**config.mk**
```make
export PLATFORM = sky130hd
export DESIGN_NAME = dcc_top
export DESIGN_NICKNAME = d
export VERILOG_FILES = /design/src/dcc_pkg.sv /design/src/dcc_top.sv
export SDC_FILE = /design/constraint.sdc
export NUM_CORES = 1
export LEC_CHECK = 0
export BUFFER_PORTS_ARGS = -buffer_cell sky130_fd_sc_hd__buf_2
export CAP_MARGIN = 5
export CORE_ASPECT_RATIO = 0.8
export CORE_MARGIN = 2
export CORE_UTILIZATION = 45
export CTS_BUF_LIST = sky130_fd_sc_hd__clkbuf_4 sky130_fd_sc_hd__clkbuf_8
export DETAILED_ROUTE_END_ITERATION = 8
export PLACE_DENSITY = 0.9
export SLEW_MARGIN = 40
export SYNTH_ARGS = -nofsm -noshare
export SYNTH_HDL_FRONTEND = slang
export SYNTH_SLANG_ARGS = --single-unit
```
**constraint.sdc**
```tcl
create_clock -name clk -period 2 [get_ports clk]
set_clock_uncertainty 0.15 [all_clocks]
set_input_delay 0.1 -clock clk [delete_from_list [all_inputs] [get_ports clk]]
set_output_delay 0.1 -clock clk [all_outputs]
set_load 0.005 [all_outputs]
```
**src/dcc_pkg.sv**
```systemverilog
// Shared constants and carrier types for the dual comparator control block.
// Assumes a 32-bit APB register bus and two analog comparators outside.
package dcc_pkg;

	// ---------------------------------------------------------------
	// Geometry
	// ---------------------------------------------------------------
	localparam int NUM_CH = 2;
	localparam int ADDR_W = 12;
	localparam int DATA_W = 32;

	// ---------------------------------------------------------------
	// Register map (printed offsets are indices, byte address = 4 x index)
	// ---------------------------------------------------------------
	localparam logic [7:0]        COMPARATOR_ONE_CONTROL_IDX  = 8'hac;
	localparam logic [7:0]        COMPARATOR_TWO_CONTROL_IDX  = 8'had;
	localparam logic [ADDR_W-1:0] COMPARATOR_ONE_CONTROL_ADDR = ADDR_W'({COMPARATOR_ONE_CONTROL_IDX, 2'b00});
	localparam logic [ADDR_W-1:0] COMPARATOR_TWO_CONTROL_ADDR = ADDR_W'({COMPARATOR_TWO_CONTROL_IDX, 2'b00});
	localparam logic [ADDR_W-1:0] STAT_ADDR = 12'h2c0;
	localparam logic [ADDR_W-1:0] MASK_ADDR = 12'h2c4;

	// ---------------------------------------------------------------
	// Control register fields
	// ---------------------------------------------------------------
	localparam int CE_BIT  = 5;
	localparam int CP_BIT  = 4;
	localparam int CN_BIT  = 3;
	localparam int OE_BIT  = 2;
	localparam int CO_BIT  = 1;
	localparam int CMF_BIT = 0;

	// ---------------------------------------------------------------
	// Reset values
	// ---------------------------------------------------------------
	localparam logic [7:0]        CTRL_RST = 8'h00;
	localparam logic [NUM_CH-1:0] MASK_RST = 2'h0;
	localparam logic [DATA_W-1:0] RD_RST   = 32'h0000_0000;

	// ---------------------------------------------------------------
	// Carriers
	// ---------------------------------------------------------------
	typedef struct packed {
		logic ce;  // Comparator enable
		logic cp;  // Positive input select
		logic cn;  // Negative input select
		logic oe;  // Pin output enable
	} dcc_ctrl_s;

	typedef struct packed {
		logic power_on;    // Comparator powered
		logic pos_sel_b;   // 1: input b on positive side
		logic neg_sel_int; // 1: internal reference on negative side
		logic pin_oe;      // Output pin driven
	} dcc_ana_s;

	localparam dcc_ctrl_s CTRL_S_RST = '{ce: 1'b0, cp: 1'b0, cn: 1'b0, oe: 1'b0};
	localparam dcc_ana_s  ANA_S_RST  = '{power_on: 1'b0, pos_sel_b: 1'b0, neg_sel_int: 1'b0, pin_oe: 1'b0};

endpackage

```
**src/dcc_top.sv**
```systemverilog
// Dual comparator control: control registers, result sync, change flags.
// Assumes an APB master on clk and analog comparators whose raw results
// arrive asynchronously on comp_raw.
//
// Overview of operation
// - Each comparator is powered only while its enable bit is 1.
// - Positive select 0 picks input a, 1 picks input b.
// - Negative select 0 picks the external reference pin, 1 the internal one.
// - With output enable and comparator enable set, the raw result drives the pin.
// - The readable result bit is the result synchronised to clk.
// - The synchronised result reads 0 while the comparator is disabled.
// - Any change of the synchronised result while enabled sets the change flag.
// - A set change flag raises the interrupt request when its mask bit is 1.
// - The flag holds until software clears it and is forced clear while disabled.
// - A second, independent channel has the same layout and behaviour.
`timescale 1ns/10ps

// -------------------------------------------------------------------
// One comparator channel
// -------------------------------------------------------------------
module dcc_chan
	import dcc_pkg::*;
(
	input  wire logic      clk,      // Cpu clock
	input  wire logic      rstn,     // Async reset, low
	input  wire logic      wr_ctrl,  // Control write pulse
	input  wire logic [7:0] wdata,   // Control write data
	input  wire logic      clr_flag, // Flag clear pulse
	input  wire logic      comp_raw, // Raw analog result
	output dcc_ctrl_s      ctrl,     // Stored control bits
	output logic           co,       // Synced result
	output logic           flag,     // Change flag
	output dcc_ana_s       ana,      // Analog controls
	output logic           pin_out   // Output pin data
);

	dcc_ctrl_s ctrl_q;
	dcc_ana_s  ana_q;
	logic      s1_q;
	logic      s2_q;
	logic      co_q;
	logic      co_d;
	logic      flag_q;
	logic      change;

	// Control bits from software
	always_ff @(posedge clk or negedge rstn) begin
		if (!rstn) begin
			ctrl_q <= CTRL_S_RST;
		end else if (wr_ctrl) begin
			ctrl_q <= '{ce: wdata[CE_BIT], cp: wdata[CP_BIT],
			            cn: wdata[CN_BIT], oe: wdata[OE_BIT]};
		end
	end

	// Analog controls, registered so pins see clean levels
	always_ff @(posedge clk or negedge rstn) begin
		if (!rstn) begin
			ana_q <= ANA_S_RST;
		end else begin
			ana_q.power_on    <= ctrl_q.ce;
			ana_q.pos_sel_b   <= ctrl_q.cp;
			ana_q.neg_sel_int <= ctrl_q.cn;
			ana_q.pin_oe      <= ctrl_q.oe & ctrl_q.ce;
		end
	end

	// Raw result to the pin, deliberately unsynchronised
	// raw result on pin
	assign pin_out = comp_raw & ana_q.pin_oe;

	// Two-stage synchroniser; first stage feeds only the second
	// two flop synchroniser
	always_ff @(posedge clk or negedge rstn) begin
		if (!rstn) begin
			s1_q <= 1'b0;
			s2_q <= 1'b0;
		end else begin
			s1_q <= comp_raw;
			s2_q <= s1_q;
		end
	end

	assign co_d = ctrl_q.ce & s2_q;

	// Readable result
	always_ff @(posedge clk or negedge rstn) begin
		if (!rstn) begin
			co_q <= 1'b0;
		end else begin
			co_q <= co_d;
		end
	end

	assign change = ctrl_q.ce & (co_d != co_q);

	// Change flag; disable beats all, then set beats clear
	always_ff @(posedge clk or negedge rstn) begin
		if (!rstn) begin
			flag_q <= 1'b0;
		end else if (!ctrl_q.ce) begin
			flag_q <= 1'b0;
		end else if (change) begin
			flag_q <= 1'b1;
		end else if (clr_flag) begin
			flag_q <= 1'b0;
		end
	end

	assign ctrl = ctrl_q;
	assign co   = co_q;
	assign flag = flag_q;
	assign ana  = ana_q;

endmodule // dcc_chan

// -------------------------------------------------------------------
// Top level with APB slave and interrupt
// -------------------------------------------------------------------
module dcc_top
	import dcc_pkg::*;
#(
	parameter int PADDR_W = ADDR_W // Bus address width
)
(
	input  wire logic                clk,      // Cpu clock, 125 MHz
	input  wire logic                rstn,     // Async reset, low
	input  wire logic                psel,     // APB select
	input  wire logic                penable,  // APB enable
	input  wire logic                pwrite,   // APB direction
	input  wire logic [PADDR_W-1:0]  paddr,    // APB byte address
	input  wire logic [DATA_W-1:0]   pwdata,   // APB write data
	input  wire logic [3:0]          pstrb,    // APB byte strobes
	output logic      [DATA_W-1:0]   prdata,   // APB read data
	output logic                     pready,   // APB ready
	output logic                     pslverr,  // APB error
	input  wire logic [NUM_CH-1:0]   comp_raw, // Raw comparator results
	output dcc_ana_s  [NUM_CH-1:0]   ana,      // Analog controls
	output logic      [NUM_CH-1:0]   pin_out,  // Output pin data
	output logic                     irq       // Interrupt, high
);

	// ---------------------------------------------------------------
	// Parameter check
	// ---------------------------------------------------------------
	if (PADDR_W != ADDR_W) begin : g_bad_addr
		$error("dcc_top: PADDR_W must equal ADDR_W");
	end

	dcc_ctrl_s [NUM_CH-1:0] ctrl;
	logic      [NUM_CH-1:0] co;
	logic      [NUM_CH-1:0] flag;
	logic      [NUM_CH-1:0] wr_ctrl;
	logic      [NUM_CH-1:0] clr_flag;
	logic      [NUM_CH-1:0] mask_q;
	logic      [DATA_W-1:0] prdata_q;
	logic      [DATA_W-1:0] rd_d;
	logic                   pready_q;
	logic                   pslverr_q;
	logic                   irq_q;
	logic                   access;
	logic                   commit;
	logic                   wr_en;
	logic                   hit;
	logic      [7:0]        ctrl_wdata;

	// ---------------------------------------------------------------
	// Bus handshake
	// ---------------------------------------------------------------

	// One wait state: ready comes in the second access cycle
	assign access = psel & penable & ~pready_q;
	assign commit = psel & penable & pready_q;
	assign wr_en  = commit & pwrite & pstrb[0];

	// Decode of mapped words
	always_comb begin
		hit = 1'b1;
		case (paddr)
			COMPARATOR_ONE_CONTROL_ADDR, COMPARATOR_TWO_CONTROL_ADDR, STAT_ADDR, MASK_ADDR: hit = 1'b1;
			default: hit = 1'b0;
		endcase
	end

	// Read mux; reserved bits read as zero
	always_comb begin
		rd_d = RD_RST;
		case (paddr)
			COMPARATOR_ONE_CONTROL_ADDR: begin
				rd_d[CE_BIT]  = ctrl[0].ce;
				rd_d[CP_BIT]  = ctrl[0].cp;
				rd_d[CN_BIT]  = ctrl[0].cn;
				rd_d[OE_BIT]  = ctrl[0].oe;
				rd_d[CO_BIT]  = co[0];
				rd_d[CMF_BIT] = flag[0];
			end
			COMPARATOR_TWO_CONTROL_ADDR: begin
				rd_d[CE_BIT]  = ctrl[1].ce;
				rd_d[CP_BIT]  = ctrl[1].cp;
				rd_d[CN_BIT]  = ctrl[1].cn;
				rd_d[OE_BIT]  = ctrl[1].oe;
				rd_d[CO_BIT]  = co[1];
				rd_d[CMF_BIT] = flag[1];
			end
			STAT_ADDR: rd_d[NUM_CH-1:0] = flag;
			MASK_ADDR: rd_d[NUM_CH-1:0] = mask_q;
			default:   rd_d = RD_RST;
		endcase
	end

	// Ready, error and read data all from flops
	always_ff @(posedge clk or negedge rstn) begin
		if (!rstn) begin
			pready_q  <= 1'b0;
			pslverr_q <= 1'b0;
			prdata_q  <= RD_RST;
		end else if (access) begin
			pready_q  <= 1'b1;
			pslverr_q <= ~hit;
			prdata_q  <= (pwrite | ~hit) ? RD_RST : rd_d;
		end else begin
			pready_q  <= 1'b0;
			pslverr_q <= 1'b0;
		end
	end

	// ---------------------------------------------------------------
	// Write strobes to the channels
	// ---------------------------------------------------------------

	// Control word: writing 0 to the flag bit clears it, 1 leaves it alone; status word: writing 1 clears
	assign ctrl_wdata  = pwdata[7:0];
	assign wr_ctrl[0]  = wr_en & (paddr == COMPARATOR_ONE_CONTROL_ADDR);
	assign wr_ctrl[1]  = wr_en & (paddr == COMPARATOR_TWO_CONTROL_ADDR);
	assign clr_flag[0] = (wr_ctrl[0] & ~ctrl_wdata[CMF_BIT])
	                   | (wr_en & (paddr == STAT_ADDR) & pwdata[0]);
	assign clr_flag[1] = (wr_ctrl[1] & ~ctrl_wdata[CMF_BIT])
	                   | (wr_en & (paddr == STAT_ADDR) & pwdata[1]);

	// ---------------------------------------------------------------
	// Channels
	// ---------------------------------------------------------------

	for (genvar i = 0; i < NUM_CH; i++) begin : g_ch
		dcc_chan u_chan (
			.clk      (clk),
			.rstn     (rstn),
			.wr_ctrl  (wr_ctrl[i]),
			.wdata    (ctrl_wdata),
			.clr_flag (clr_flag[i]),
			.comp_raw (comp_raw[i]),
			.ctrl     (ctrl[i]),
			.co       (co[i]),
			.flag     (flag[i]),
			.ana      (ana[i]),
			.pin_out  (pin_out[i])
		);
	end

	// ---------------------------------------------------------------
	// Interrupt
	// ---------------------------------------------------------------

	// Mask register, 1 lets the flag through
	always_ff @(posedge clk or negedge rstn) begin
		if (!rstn) begin
			mask_q <= MASK_RST;
		end else if (wr_en && (paddr == MASK_ADDR)) begin
			mask_q <= pwdata[NUM_CH-1:0];
		end
	end

	// Level request, one cycle behind the flags
	always_ff @(posedge clk or negedge rstn) begin
		if (!rstn) begin
			irq_q <= 1'b0;
		end else begin
			irq_q <= |(flag & mask_q);
		end
	end

	assign prdata  = prdata_q;
	assign pready  = pready_q;
	assign pslverr = pslverr_q;
	assign irq     = irq_q;

endmodule // dcc_top

```
Word-level counts from Yosys, hierarchy flattened
Cells that the tools add are included.
{ "word_totals": {"reg_bits": 61, "inputBits": 55, "out_inout_bits": 45, "word_cells": 79} }
{ "op_classes": {"eq_ne": 8, "n_mux": 12, "bitwise_logic": 27, "n_reduce_logical": 3} }
{ "ops": {"columns": ["op", "count"], "rows": [
  ["$eq A12 B10 Y1 const B", 4],
  ["$and A1 B1 Y1", 20],
  ["$mux W1", 9],
  ["$pmux W2 S4", 1],
  ["$pmux W4 S2", 1],
  ["$mux W6", 1],
  ["$ne A3 B2 Y1 const B", 2],
  ["$reduce_or A4 Y1", 1],
  ["$not A1 Y1", 3],
  ["$or A1 B1 Y1", 3],
  ["$and A2 B2 Y2", 1],
  ["$ne A1 B1 Y1", 2],
  ["$reduce_or A2 Y1", 1],
  ["$logic_and A1 B1 Y1", 1]
]} }

Depth between registers and ports, before layout
Gate-level depths: netlist of run 1.
{ "logic_depth": {"ltp_word": 10, "depth_mapped": 5, "ltp_nobuf": 4} }

Cells and area by module
Synthesis of run 1 repeated with hierarchy kept, for this count alone.
{ "hier_totals": {"hier_cells": 137, "area_unflattened_um2": 1617.8} }
{ "modules_own_cells": {"columns": ["module", "n_inst", "cells_per_inst", "area_each_um2", "seq_area_each_um2"], "rows": [
  ["dcc_top", 1, 93, 844.6, 275.3],
  ["dcc_chan", 2, 22, 386.6, 300.3]
]} }

Least setup slack after synthesis of run 1
Ideal clock, no wire load.
{ "synth_path": {"path_kind": "flip-flop to flip-flop", "startpoint": "register pready_q, in the netlist pready", "endpoint": "register g_ch[0].u_chan.ctrl_q, in the netlist g_ch[0].u_chan.ctrl[0]", "setup_ps": 125, "arrival_ps": 1477, "required_time_ps": 1725, "path_slack_ps": 248, "stages_incl_launch_ff": 5, "path_buffers": 0, "synth_period_minus_slack_ps": 1752, "path_cell_list": "dfrtp_1 nand4_1 or2_2 nor4_4 mux2_2"} }
{ "synth_between": {"elab_chain_cells": 4} }
{ "synth_lines": {"columns": ["element", "line_no", "text"], "rows": [
  ["start, declared", "dcc_top.sv:158", "logic pready_q;"],
  ["start signal, assigned", "dcc_top.sv:214", "pready_q <= 1'b0;"],
  ["start signal, assigned", "dcc_top.sv:218", "pready_q <= 1'b1;"],
  ["start signal, assigned", "dcc_top.sv:222", "pready_q <= 1'b0;"],
  ["$and A1 B1 Y1", "dcc_top.sv:173", "assign commit = psel & penable & pready_q;"],
  ["$and A1 B1 Y1 (2 in series)", "dcc_top.sv:174", "assign wr_en = commit & pwrite & pstrb[0];"],
  ["$and A1 B1 Y1", "dcc_top.sv:233", "assign wr_ctrl[0] = wr_en & (paddr == COMPARATOR_ONE_CONTROL_ADDR);"],
  ["end signal, assigned", "dcc_top.sv:51", "ctrl_q <= '{ce: wdata[CE_BIT], cp: wdata[CP_BIT],"],
  ["end, declared", "dcc_top.sv:37", "dcc_ctrl_s ctrl_q;"]
]} }
Every way passes these cells.
A chain may end at the register's enable or synchronous reset.

Worst setup path after layout of run 1
{ "layout_path": {"startpoint": "register pready_q, in the netlist pready", "endpoint": "register g_ch[1].u_chan.ctrl_q, in the netlist g_ch[1].u_chan.ctrl[2]"} }
{ "layout_between": {"elab_chain_cells": 4} }
{ "layout_lines": {"columns": ["element", "line_no", "text"], "rows": [
  ["$and A1 B1 Y1", "dcc_top.sv:173", null],
  ["$and A1 B1 Y1 (2 in series)", "dcc_top.sv:174", null],
  ["$and A1 B1 Y1", "dcc_top.sv:234", "assign wr_ctrl[1] = wr_en & (paddr == COMPARATOR_TWO_CONTROL_ADDR);"],
  ["end signal, assigned", "dcc_top.sv:51", null],
  ["end, declared", "dcc_top.sv:37", null]
]} }
Every way passes these cells.

==> out/qor.yml, run 1 <==
status: "finished clean"
fillCellCount: 300
globalplace.congestion: 0.8697
critPathMaxFanout: 4
grt_usage: 0.1555
max_freq_ghz: 0.5214
setup_viol: 0
netlist_area_um2: 1690
power.density_nw_per_um2: 691.9
yosys_warnings: 0
yosysUniqueCellTypes: 29
power_switching_mw: 0.3054
hold_path_class: "input port to flip-flop"
grt_busiest_layer: "met2"
synth_edf_count: 0
cts_resized: 0
use_met1: 0.1944
drc: 0
p_seq_frac: 0.502
die_w_um: 72.53
synth.top_cell.area_share: 0.5181
postRouteAntennaNets: 0
nets: 255
cap_violations: 0
root_buffer: "clkbuf_8"
fin_crit_sh: 0.9590
pwr-share-clk: 0.423
ys_ff_latch: 35
avgSynthCellArea_um2: 11.99
grt_setup_unrepaired: "false"
io_buffers: 44
final_cell_mix: "43 x buf_2, 35 x dfrtp_1, 26 x conb_1"
instances_no_fill: 242
clock_sink_count: 35
p_leak_nw: 1.080
rows: 19
synthTopCellsByArea: "dfrtp_1 52%, buf_4 12%, mux2_2 7.3%"
yosysSeqAreaShare: 0.5181
fin_util: 0.5868
hpwl_mm: 2.327
grt_pass1_wl_mm: 4.933
vias: 1169
cp.required_ns: 2.02
cp-end-kind: "flip-flop"
use_met3: 0.06164
start_kind: "flip-flop"
synth_ff_type: "dfrtp_1"
cts_made_buffers: 5
firstDrtPassIters: 4
switching_share: 0.2138
post_drt_wl_per_cell_um: 12.63
pwr-share-comb: 0.076
ios: 100
ir_drop_v: 0.0005861
async_flop_share: 1.000
grt_max_degree: 36
drv_slew: 0
drt-total-wl_mm: 3.056
grt_pass1_vias: 1119
die_height_um: 58.82
fin_crit_ns: 1.918
die_area_um2: 4266
drt-initial-drc-count: 55
coreArea_um2: 3518
overflow: 0
critical_path_class: "flip-flop to flip-flop"
placed_cells: 226
finalHoldViolCount: 0
power.internal_mw: 1.123
grt_use_met2: 0.2532
final.setup.tns_ns: 0
diodes: 0
yosys.area.top_type: "dfrtp_1"
clk_latency_ns: 0.28
area_growth_pct: 22.13
viasPerCell: 4.831
cts_htree_levels: 2
postSynthCellCount: 141
drive_above_1_share: 0.3650
clk_pin_slew_ns: 0.07
cp.arrival_ns: 1.94
antenna_found_initial: 0
clockBufferDepth: 2
final_common_cell: "buf_2"
initial_core_util: 0.4804
cts_tree: "yes"
==> registers in the layout, indices dropped and copies added (netlist names) <==
register and flops:
g_ch.u_chan.co 2, g_ch.u_chan.ana 8, mask_q 2, g_ch.u_chan.ctrl 8, pready 1, g_ch.u_chan.s1_q 2
prdata 6, g_ch.u_chan.s2_q 2, g_ch.u_chan.flag 2, irq 1, pslverr 1
==> worst paths after layout <==
check	startpoint	end	slack (ns)	depth (start not counted)
max reg2reg	pready	g_ch[1].u_chan.ctrl[2]	0.08	4
min in group asynchronous	rstn	mask_q[1]	0.15	2
min	pwrite	prdata[2]	0.06	3
min reg2reg	g_ch[1].u_chan.s1_q	g_ch[1].u_chan.s2_q	0.20	0
max	pready	g_ch[1].u_chan.ctrl[2]	0.08	4
max in group asynchronous	rstn	prdata[5]	1.23	2
==> stage by stage <==
| stage | hold slack, ns | setup WS [ns] | power (mW) | instance area (µm²) |
|---|---|---|---|---|
| after CTS | 0.05588 | 0.07618 | 1.448 | 2062 |
| after floorplan | -0.3456 | 0.2481 | 0.8046 | 1784 |
| after global placement | 0.05177 | 0.1244 | 0.8221 | 1866 |
| after global routing | 0.08467 | 0.0002274 | 1.502 | 2064 |
| after detailed placement | 0.06840 | 0.09056 | 0.8244 | 1866 |
| final | 0.06078 | 0.08196 | 1.428 | 2064 |
==> logic make-up after synthesis <==
logic type                after synthesis  synth area share
AOI/OAI and AO/OA                      14           0.05774
xor gates and xnor gates                2           0.01036
buffers and inverters                  33            0.1354
DFF                                    35            0.5181
muxes                                  16            0.1029
other                                   1          0.002218
and+or+nand+nor                        40            0.1732
==> synth_stat cells, drive strengths merged, types with 2 or more instances <==
master,count
nand3,4
mux2,11
buf,28
nand3b,2
inv,4
and2,7
dfrtp,35
nor4,4
a21oi,2
nand2,9
nor2,3
o21ai,4
nand4,6
xnor2,2
a21boi,2
mux2i,5
o41ai,3
==> layout make-up <==
class / instances / area, µm² / share of cell area
clock buffer: 5 / 68.82 / 0.03333
clock inverter: 2 / 37.54 / 0.01818
inverter: 4 / 15.01 / 0.007273
multi-input combinational: 98 / 679.4 / 0.3291
sequential: 35 / 875.8 / 0.4242
tap: 42 / 52.55 / 0.02545
timing repair buffer: 56 / 335.3 / 0.1624
==> critical path, cell delays in order (launching register included) <==
cell	delay, ns
dfrtp_1	0.35
nand4_1	0.13
or2_2	0.38
nor4_4	0.41
mux2_2	0.38
==> timing repair <==
item                                    in CTS  in global routing
hold endpoints to repair                    47                  0
buffers inserted                             0                  0
endpoints found under the setup margin       0                  0
hold buffers                                 9                  0
==> metal layers <==
layer / part of all wire / up-vias
li1: - / 561
met1: 0.44 / 556
met2: 0.48 / 50
met3: 0.075 / 2
met4: 0.0062 / 0
met5: 0 / -
==> power groups by stage <==
stage / clock network [mW] / logic [mW] / registers, mW
4_1_cts: 0.623 / 0.108 / 0.716
2_1_floorplan: 0 / 0.0745 / 0.730
3_3_place_gp: 0 / 0.0923 / 0.730
3_5_place_dp: 0 / 0.0944 / 0.730
6_report: 0.604 / 0.108 / 0.716
5_1_grt: 0.663 / 0.122 / 0.716
Note: power is estimated with default switching activity, not from simulation.
==> run 2, diff against run 1 <==
--- a/config.mk
+++ b/config.mk
@@ -9,10 +9,10 @@
 export CAP_MARGIN = 5
 export CORE_ASPECT_RATIO = 0.8
 export CORE_MARGIN = 2
-export CORE_UTILIZATION = 45
-export CTS_BUF_LIST = sky130_fd_sc_hd__clkbuf_4 sky130_fd_sc_hd__clkbuf_8
+export CORE_UTILIZATION = 43
+export CTS_BUF_LIST = sky130_fd_sc_hd__clkbuf_16
 export DETAILED_ROUTE_END_ITERATION = 8
-export PLACE_DENSITY = 0.9
+export PLACE_DENSITY = 0.87
 export SLEW_MARGIN = 40
 export SYNTH_ARGS = -nofsm -noshare
 export SYNTH_HDL_FRONTEND = slang
==> run 2 against run 1 <==
  * Critical path depth unchanged
  * Sequential share of layout area down 1.3 points
  * Non-clock buffer count down 1
  * Largest cell class unchanged
  * Critical path type unchanged
  * Cell count up 5.4%
==> out/qor.yml, run 2 (same netlist as run 1, synthesis figures left out) <==
io_buffers: 44  # unchanged
hp-start: "paddr[6]"
rr_startpoint: "pready"
die_w_um: 74.10  # +2.2%
place_area_um2: 1874  # +0.47%
postRouteAntennaNets: 0  # unchanged
grt_usage: 0.1568  # +0.001266
final_common_cell: "buf_2"
grt_max_degree: 36  # unchanged
drive_above_1_share: 0.3600  # -0.005000
setup_viol: 0  # unchanged
nets: 254  # -0.39%
drv_slew: 0  # unchanged
antenna_found_initial: 0  # unchanged
postLayoutCellArea_um2: 2131  # +3.2%
fillCellCount: 322  # +7.3%
drt-total-wl_mm: 3.091  # +1.1%
diodes: 0  # unchanged
start_kind: "flip-flop"
cp-end-kind: "flip-flop"
fin_crit_sh: 0.9450  # -0.01398
overflow: 0  # unchanged
cts_made_buffers: 5  # unchanged
clockBufferDepth: 2  # unchanged
drc: 0  # unchanged
initial_core_util: 0.4474  # -0.03309
r2r_slack_ns: 0.11  # +0.03 ns
die_area_um2: 4452  # +4.4%
timing.rr.end: "g_ch[0].u_chan.ctrl[1]"
ir_drop_v: 0.0004390  # -25%
viasPerCell: 4.518  # -6.5%
p_leak_nw: 1.106  # +2.4%
reg2reg_depth: 4  # unchanged
cts_tree: "yes"
globalplace.congestion: 0.7950  # -8.6%
grt_pass1_vias: 1134  # +1.3%
hold_depth: 4  # +1
max_freq_ghz: 0.5291  # +1.5%
post_drt_wl_per_cell_um: 12.12  # -4.0%
cts_htree_levels: 2  # unchanged
coreArea_um2: 3779  # +7.4%
cp.required_ns: 2.01  # about the same
finalHoldViolCount: 0  # unchanged
clk_pin_slew_ns: 0.05  # -0.02 ns
rows: 20  # +1
ios: 100  # unchanged
final_cell_mix: "43 x buf_2, 35 x dfrtp_1, 26 x conb_1"
grt_setup_unrepaired: "false"
critPathMaxFanout: 4  # unchanged
cp.arrival_ns: 1.90  # -0.04 ns
die_height_um: 60.08  # +2.1%
final.setup.tns_ns: 0  # unchanged
power_mw: 1.671  # +17%
placed_cells: 238  # +5.3%
firstDrtPassIters: 4  # unchanged
min_to: "g_ch[1].u_chan.flag"
critical_path_class: "flip-flop to flip-flop"
power.density_nw_per_um2: 784.3  # +13%
fin_crit_ns: 1.890  # -0.02797 ns
vias: 1152  # -1.5%
drt-initial-drc-count: 52  # -5.5%
instances_no_fill: 255  # +5.4%
root_buffer: "clkbuf_16"
clock_sink_count: 35  # unchanged
clk_latency_ns: 0.28  # about the same
area_growth_pct: 26.05
grt_pass1_wl_mm: 5.030  # +2.0%
hpwl_mm: 2.291  # -1.5%
hold_path_class: "input port to flip-flop"
status: "finished clean"
cap_violations: 0  # unchanged
[run 2: changes by cell type in the layout (fill, tap and decap cells not counted)]
cell / before / now
clkbuf_16: 0 / 5
clkbuf_8: 5 / 0
buf_4: 4 / 3
clkinvlp_4: 1 / 0
clkinv_2: 0 / 1
clkinv_1: 0 / 1
[run 2: power breakdown]
part           internal [mW]  switching, mW
registers              0.715        0.00257
logic                 0.0439         0.0633
clock network          0.580          0.266
[run 2: worst max path at each step]
stage | cells past startpoint | slack, ns | end | from
floorplan | 4 | 0.25 | g_ch[0].u_chan.ctrl[0] | pready
global placement | 4 | 0.13 | g_ch[1].u_chan.ctrl[3] | pready
detailed placement | 4 | 0.11 | g_ch[0].u_chan.ctrl[1] | pready
CTS | 4 | 0.1 | g_ch[0].u_chan.ctrl[1] | pready
global route | 4 | 0.01 | g_ch[0].u_chan.ctrl[2] | pready
finish | 4 | 0.11 | g_ch[0].u_chan.ctrl[1] | pready
[run 2: stage by stage]
step                worst slack, ns    util  hold WS (ns)
global placement             0.1271  0.4960       0.04902
detailed placement           0.1107  0.4960       0.06268
global route                0.01342  0.5639       0.07504
floorplan                    0.2481       -       -0.3456
CTS                         0.09885  0.5632       0.04870
finish                       0.1099  0.5639       0.05270
[run 2: cell type report]
| class | count | area (µm²) | share of cell area |
|---|---|---|---|
| Clock buffer | 5 | 125.1 | 0.05872 |
| Inverter | 4 | 15.01 | 0.007046 |
| Multi-Input combinational cell | 98 | 679.4 | 0.3188 |
| Sequential cell | 35 | 875.8 | 0.4110 |
| Clock inverter | 3 | 38.79 | 0.01820 |
| Timing Repair Buffer | 55 | 327.8 | 0.1538 |
| Tap cell | 55 | 68.82 | 0.03230 |
[run 2: what timing repair did]
item	CTS	global route
gates resized for setup	0	0
buffers inserted	0	0
hold buffers	9	0
endpoints found under the hold margin	47	0
[run 2: critical path: stages (launching register included)]
cell,delay (ns)
dfrtp_1,0.34
nand4_1,0.13
or2_2,0.39
nor4_4,0.37
mux2_2,0.39
[run 2: per-layer routing]
metal  part of all wire  GRT usage  up-vias
li1                   -          -      556
met1               0.43     0.1847      543
met2               0.49     0.2551       48
met3              0.073    0.06577        5
met4             0.0097    0.06234        0
met5                  0          0        -
==> run 3, diff against run 2 <==
--- a/config.mk
+++ b/config.mk
@@ -9,11 +9,11 @@
 export CAP_MARGIN = 5
 export CORE_ASPECT_RATIO = 0.8
 export CORE_MARGIN = 2
-export CORE_UTILIZATION = 43
+export CORE_UTILIZATION = 46
 export CTS_BUF_LIST = sky130_fd_sc_hd__clkbuf_16
 export DETAILED_ROUTE_END_ITERATION = 8
-export PLACE_DENSITY = 0.87
-export SLEW_MARGIN = 40
+export PLACE_DENSITY = 0.92
+export SLEW_MARGIN = 20
 export SYNTH_ARGS = -nofsm -noshare
 export SYNTH_HDL_FRONTEND = slang
 export SYNTH_SLANG_ARGS = --single-unit
==> constraint.sdc (replaced) <==
create_clock -name clk -period 2.22 [get_ports clk]
set_clock_uncertainty 0.15 [all_clocks]
set_input_delay 0.111 -clock clk [delete_from_list [all_inputs] [get_ports clk]]
set_output_delay 0.111 -clock clk [all_outputs]
set_load 0.005 [all_outputs]
==> run 3 against run 2 <==
  * Cell area decreased by 2.1%
  * Clock power decreased by 20%
  * Worst setup slack improved by 0.14 ns
  * Cell count decreased by 5.5%
  * Power decreased by 15%
  * Die area decreased by 6.1%
  * Core utilization increased by 3.7 points
  * Sequential power decreased by 9.9%
==> out/qor.yml, run 3 (same netlist as run 1, synthesis figures left out) <==
io_buffers: 44  # unchanged
cts_made_buffers: 5  # unchanged
grt_pass1_wl_mm: 4.892  # -2.7%
clock_sink_count: 35  # unchanged
grt_busiest_layer: "met2"
finalHoldViolCount: 0  # unchanged
postRouteAntennaNets: 0  # unchanged
reg2reg_depth: 4  # unchanged
slew_headroom: 0.4996
critPathMaxStageDelay_ns: 0.41  # +0.02 ns
ir_drop_v: 0.0004476  # +1.9%
status: "finished clean"
root_buffer: "clkbuf_16"
critPathLaunch: "pready"
cts_tree: "yes"
fin_ws_ns: 0.2548  # +0.1449 ns
use_met3: 0.07304  # +0.007276
power.density_nw_per_um2: 679.4  # -13%
regArea_um2: 875.8  # unchanged
critical_path_class: "flip-flop to flip-flop"
drv_slew: 0  # unchanged
setup_viol: 0  # unchanged
die_height_um: 58.22  # -3.1%
multi_input_area_um2: 679.4  # unchanged
vias: 1135  # -1.5%
tightest_slew_ns: 0.7506
viasPerCell: 4.710  # +4.2%
final_common_cell: "buf_2"
holdWs_ns: 0.06620  # +0.01350 ns
hold_path_class: "input port to flip-flop"
nets: 253  # -0.39%
globalplace.congestion: 0.8866  # +12%
firstDrtPassIters: 4  # unchanged
clk_latency_ns: 0.28  # about the same
rr_startpoint: "pready"
grt_setup_unrepaired: "false"
critPathMaxFanout: 4  # unchanged
start_kind: "flip-flop"
drive_above_1_share: 0.3568  # -0.003216
coreArea_um2: 3471  # -8.1%
use_met1: 0.1856  # +0.0008542
clk_pin_slew_ns: 0.05  # about the same
die_w_um: 71.78  # -3.1%
die_area_um2: 4179  # -6.1%
grt_usage: 0.1576  # +0.0007466
cp.arrival_ns: 1.98  # +0.08 ns
crit_slowest_cell: "or2_2"
cp_cell_sequence: "nand4_1 > or2_2 > nor4_4 > mux2_2"
rows: 19  # -5.0%
drt-initial-drc-count: 40  # -23%
cap_violations: 0  # unchanged
post_drt_wl_per_cell_um: 12.58  # +3.8%
final.setup.tns_ns: 0  # unchanged
diodes: 0  # unchanged
area_growth_pct: 23.39
initial_core_util: 0.4870  # +0.03967
final_cell_mix: "44 x buf_2, 35 x dfrtp_1, 26 x conb_1"
p_leak_nw: 1.087  # -1.7%
overflow: 0  # unchanged
hpwl_mm: 2.260  # -1.3%
grt_max_degree: 36  # unchanged
cts_htree_levels: 2  # unchanged
fin_crit_ns: 1.965  # +0.07513 ns
grt_use_met2: 0.2593  # +0.004157
cp.required_ns: 2.24  # +0.23 ns
fin_crit_sh: 0.8852  # -0.05981
cp-end-kind: "flip-flop"
fillCellCount: 302  # -6.2%
antenna_found_initial: 0  # unchanged
r2r_slack_ns: 0.25  # +0.14 ns
grt_pass1_vias: 1075  # -5.2%
drt-total-wl_mm: 3.031  # -1.9%
timing.rr.end: "g_ch[0].u_chan.ctrl[2]"
ios: 100  # unchanged
max_freq_ghz: 0.5089  # -3.8%
clockBufferDepth: 2  # unchanged
preCtsSetupSlack_ns: 0.2348  # +0.1241 ns
drc: 0  # unchanged
worstSetupEndpoint: "g_ch[0].u_chan.ctrl[2]"
==> run 3: cell count changes in the layout (fill, tap and decap cells not counted), sizes merged <==
cell | before | now
clkinvlp | 0 | 1
bufinv | 1 | 0
buf | 46 | 45
==> run 3: repair_timing <==
item	CTS	global route
endpoints found under the hold margin	47	0
hold buffers	9	0
buffers inserted	0	0
gates resized for setup	0	0
==> run 3: final cells by class <==
cell class,count,area share
sequential,35,0.4199
multi-input combinational,98,0.3257
timing repair buffer,54,0.1524
clock buffer,5,0.05999
tap,42,0.02519
clock inverter,3,0.009598
inverter,4,0.007199
==> run 3: per-layer routing <==
layer	vias up	wire length, µm	share of wire
met2	40	1425	0.47
met4	0	38	0.013
met1	534	1342	0.44
met3	5	224	0.074
met5	-	0	0
li1	556	-	-
==> run 3: where the power goes <==
| part | internal (mW) | total, mW | switching [mW] |
|---|---|---|---|
| clock | 0.413 | 0.675 | 0.263 |
| sequential | 0.644 | 0.647 | 0.00268 |
| combinational | 0.0387 | 0.0950 | 0.0563 |
| total | 1.10 | 1.42 | 0.322 |
==> run 3: worst min path at each step <==
stage	from	endpoint	cells past startpoint
after CTS	pwrite	prdata[2]	3
after floorplan	rstn	g_ch[0].u_chan.ana[0]	0
after detailed placement	rstn	g_ch[0].u_chan.ctrl[0]	1
after global routing	paddr[6]	g_ch[1].u_chan.flag	4
after global placement	rstn	g_ch[1].u_chan.ctrl[0]	1
final	pwrite	prdata[2]	3
==> run 3: critical path: cells and delay by family (launching register included) <==
kind / cells / cell delay [ns]
multiplexers: 1 / 0.38
AND/OR/NAND/NOR: 3 / 0.97
flip-flops: 1 / 0.35
==> run 3: per-stage QoR <==
step	utilization	power, mW	instances	cell area (µm²)
2_1_floorplan	-	0.7249	166	1784
3_3_place_gp	0.5332	0.7388	224	1851
3_5_place_dp	0.5332	0.7406	224	1851
4_1_cts	0.6009	1.427	241	2086
5_1_grt	0.6009	1.475	241	2086
6_report	0.6009	1.417	241	2086
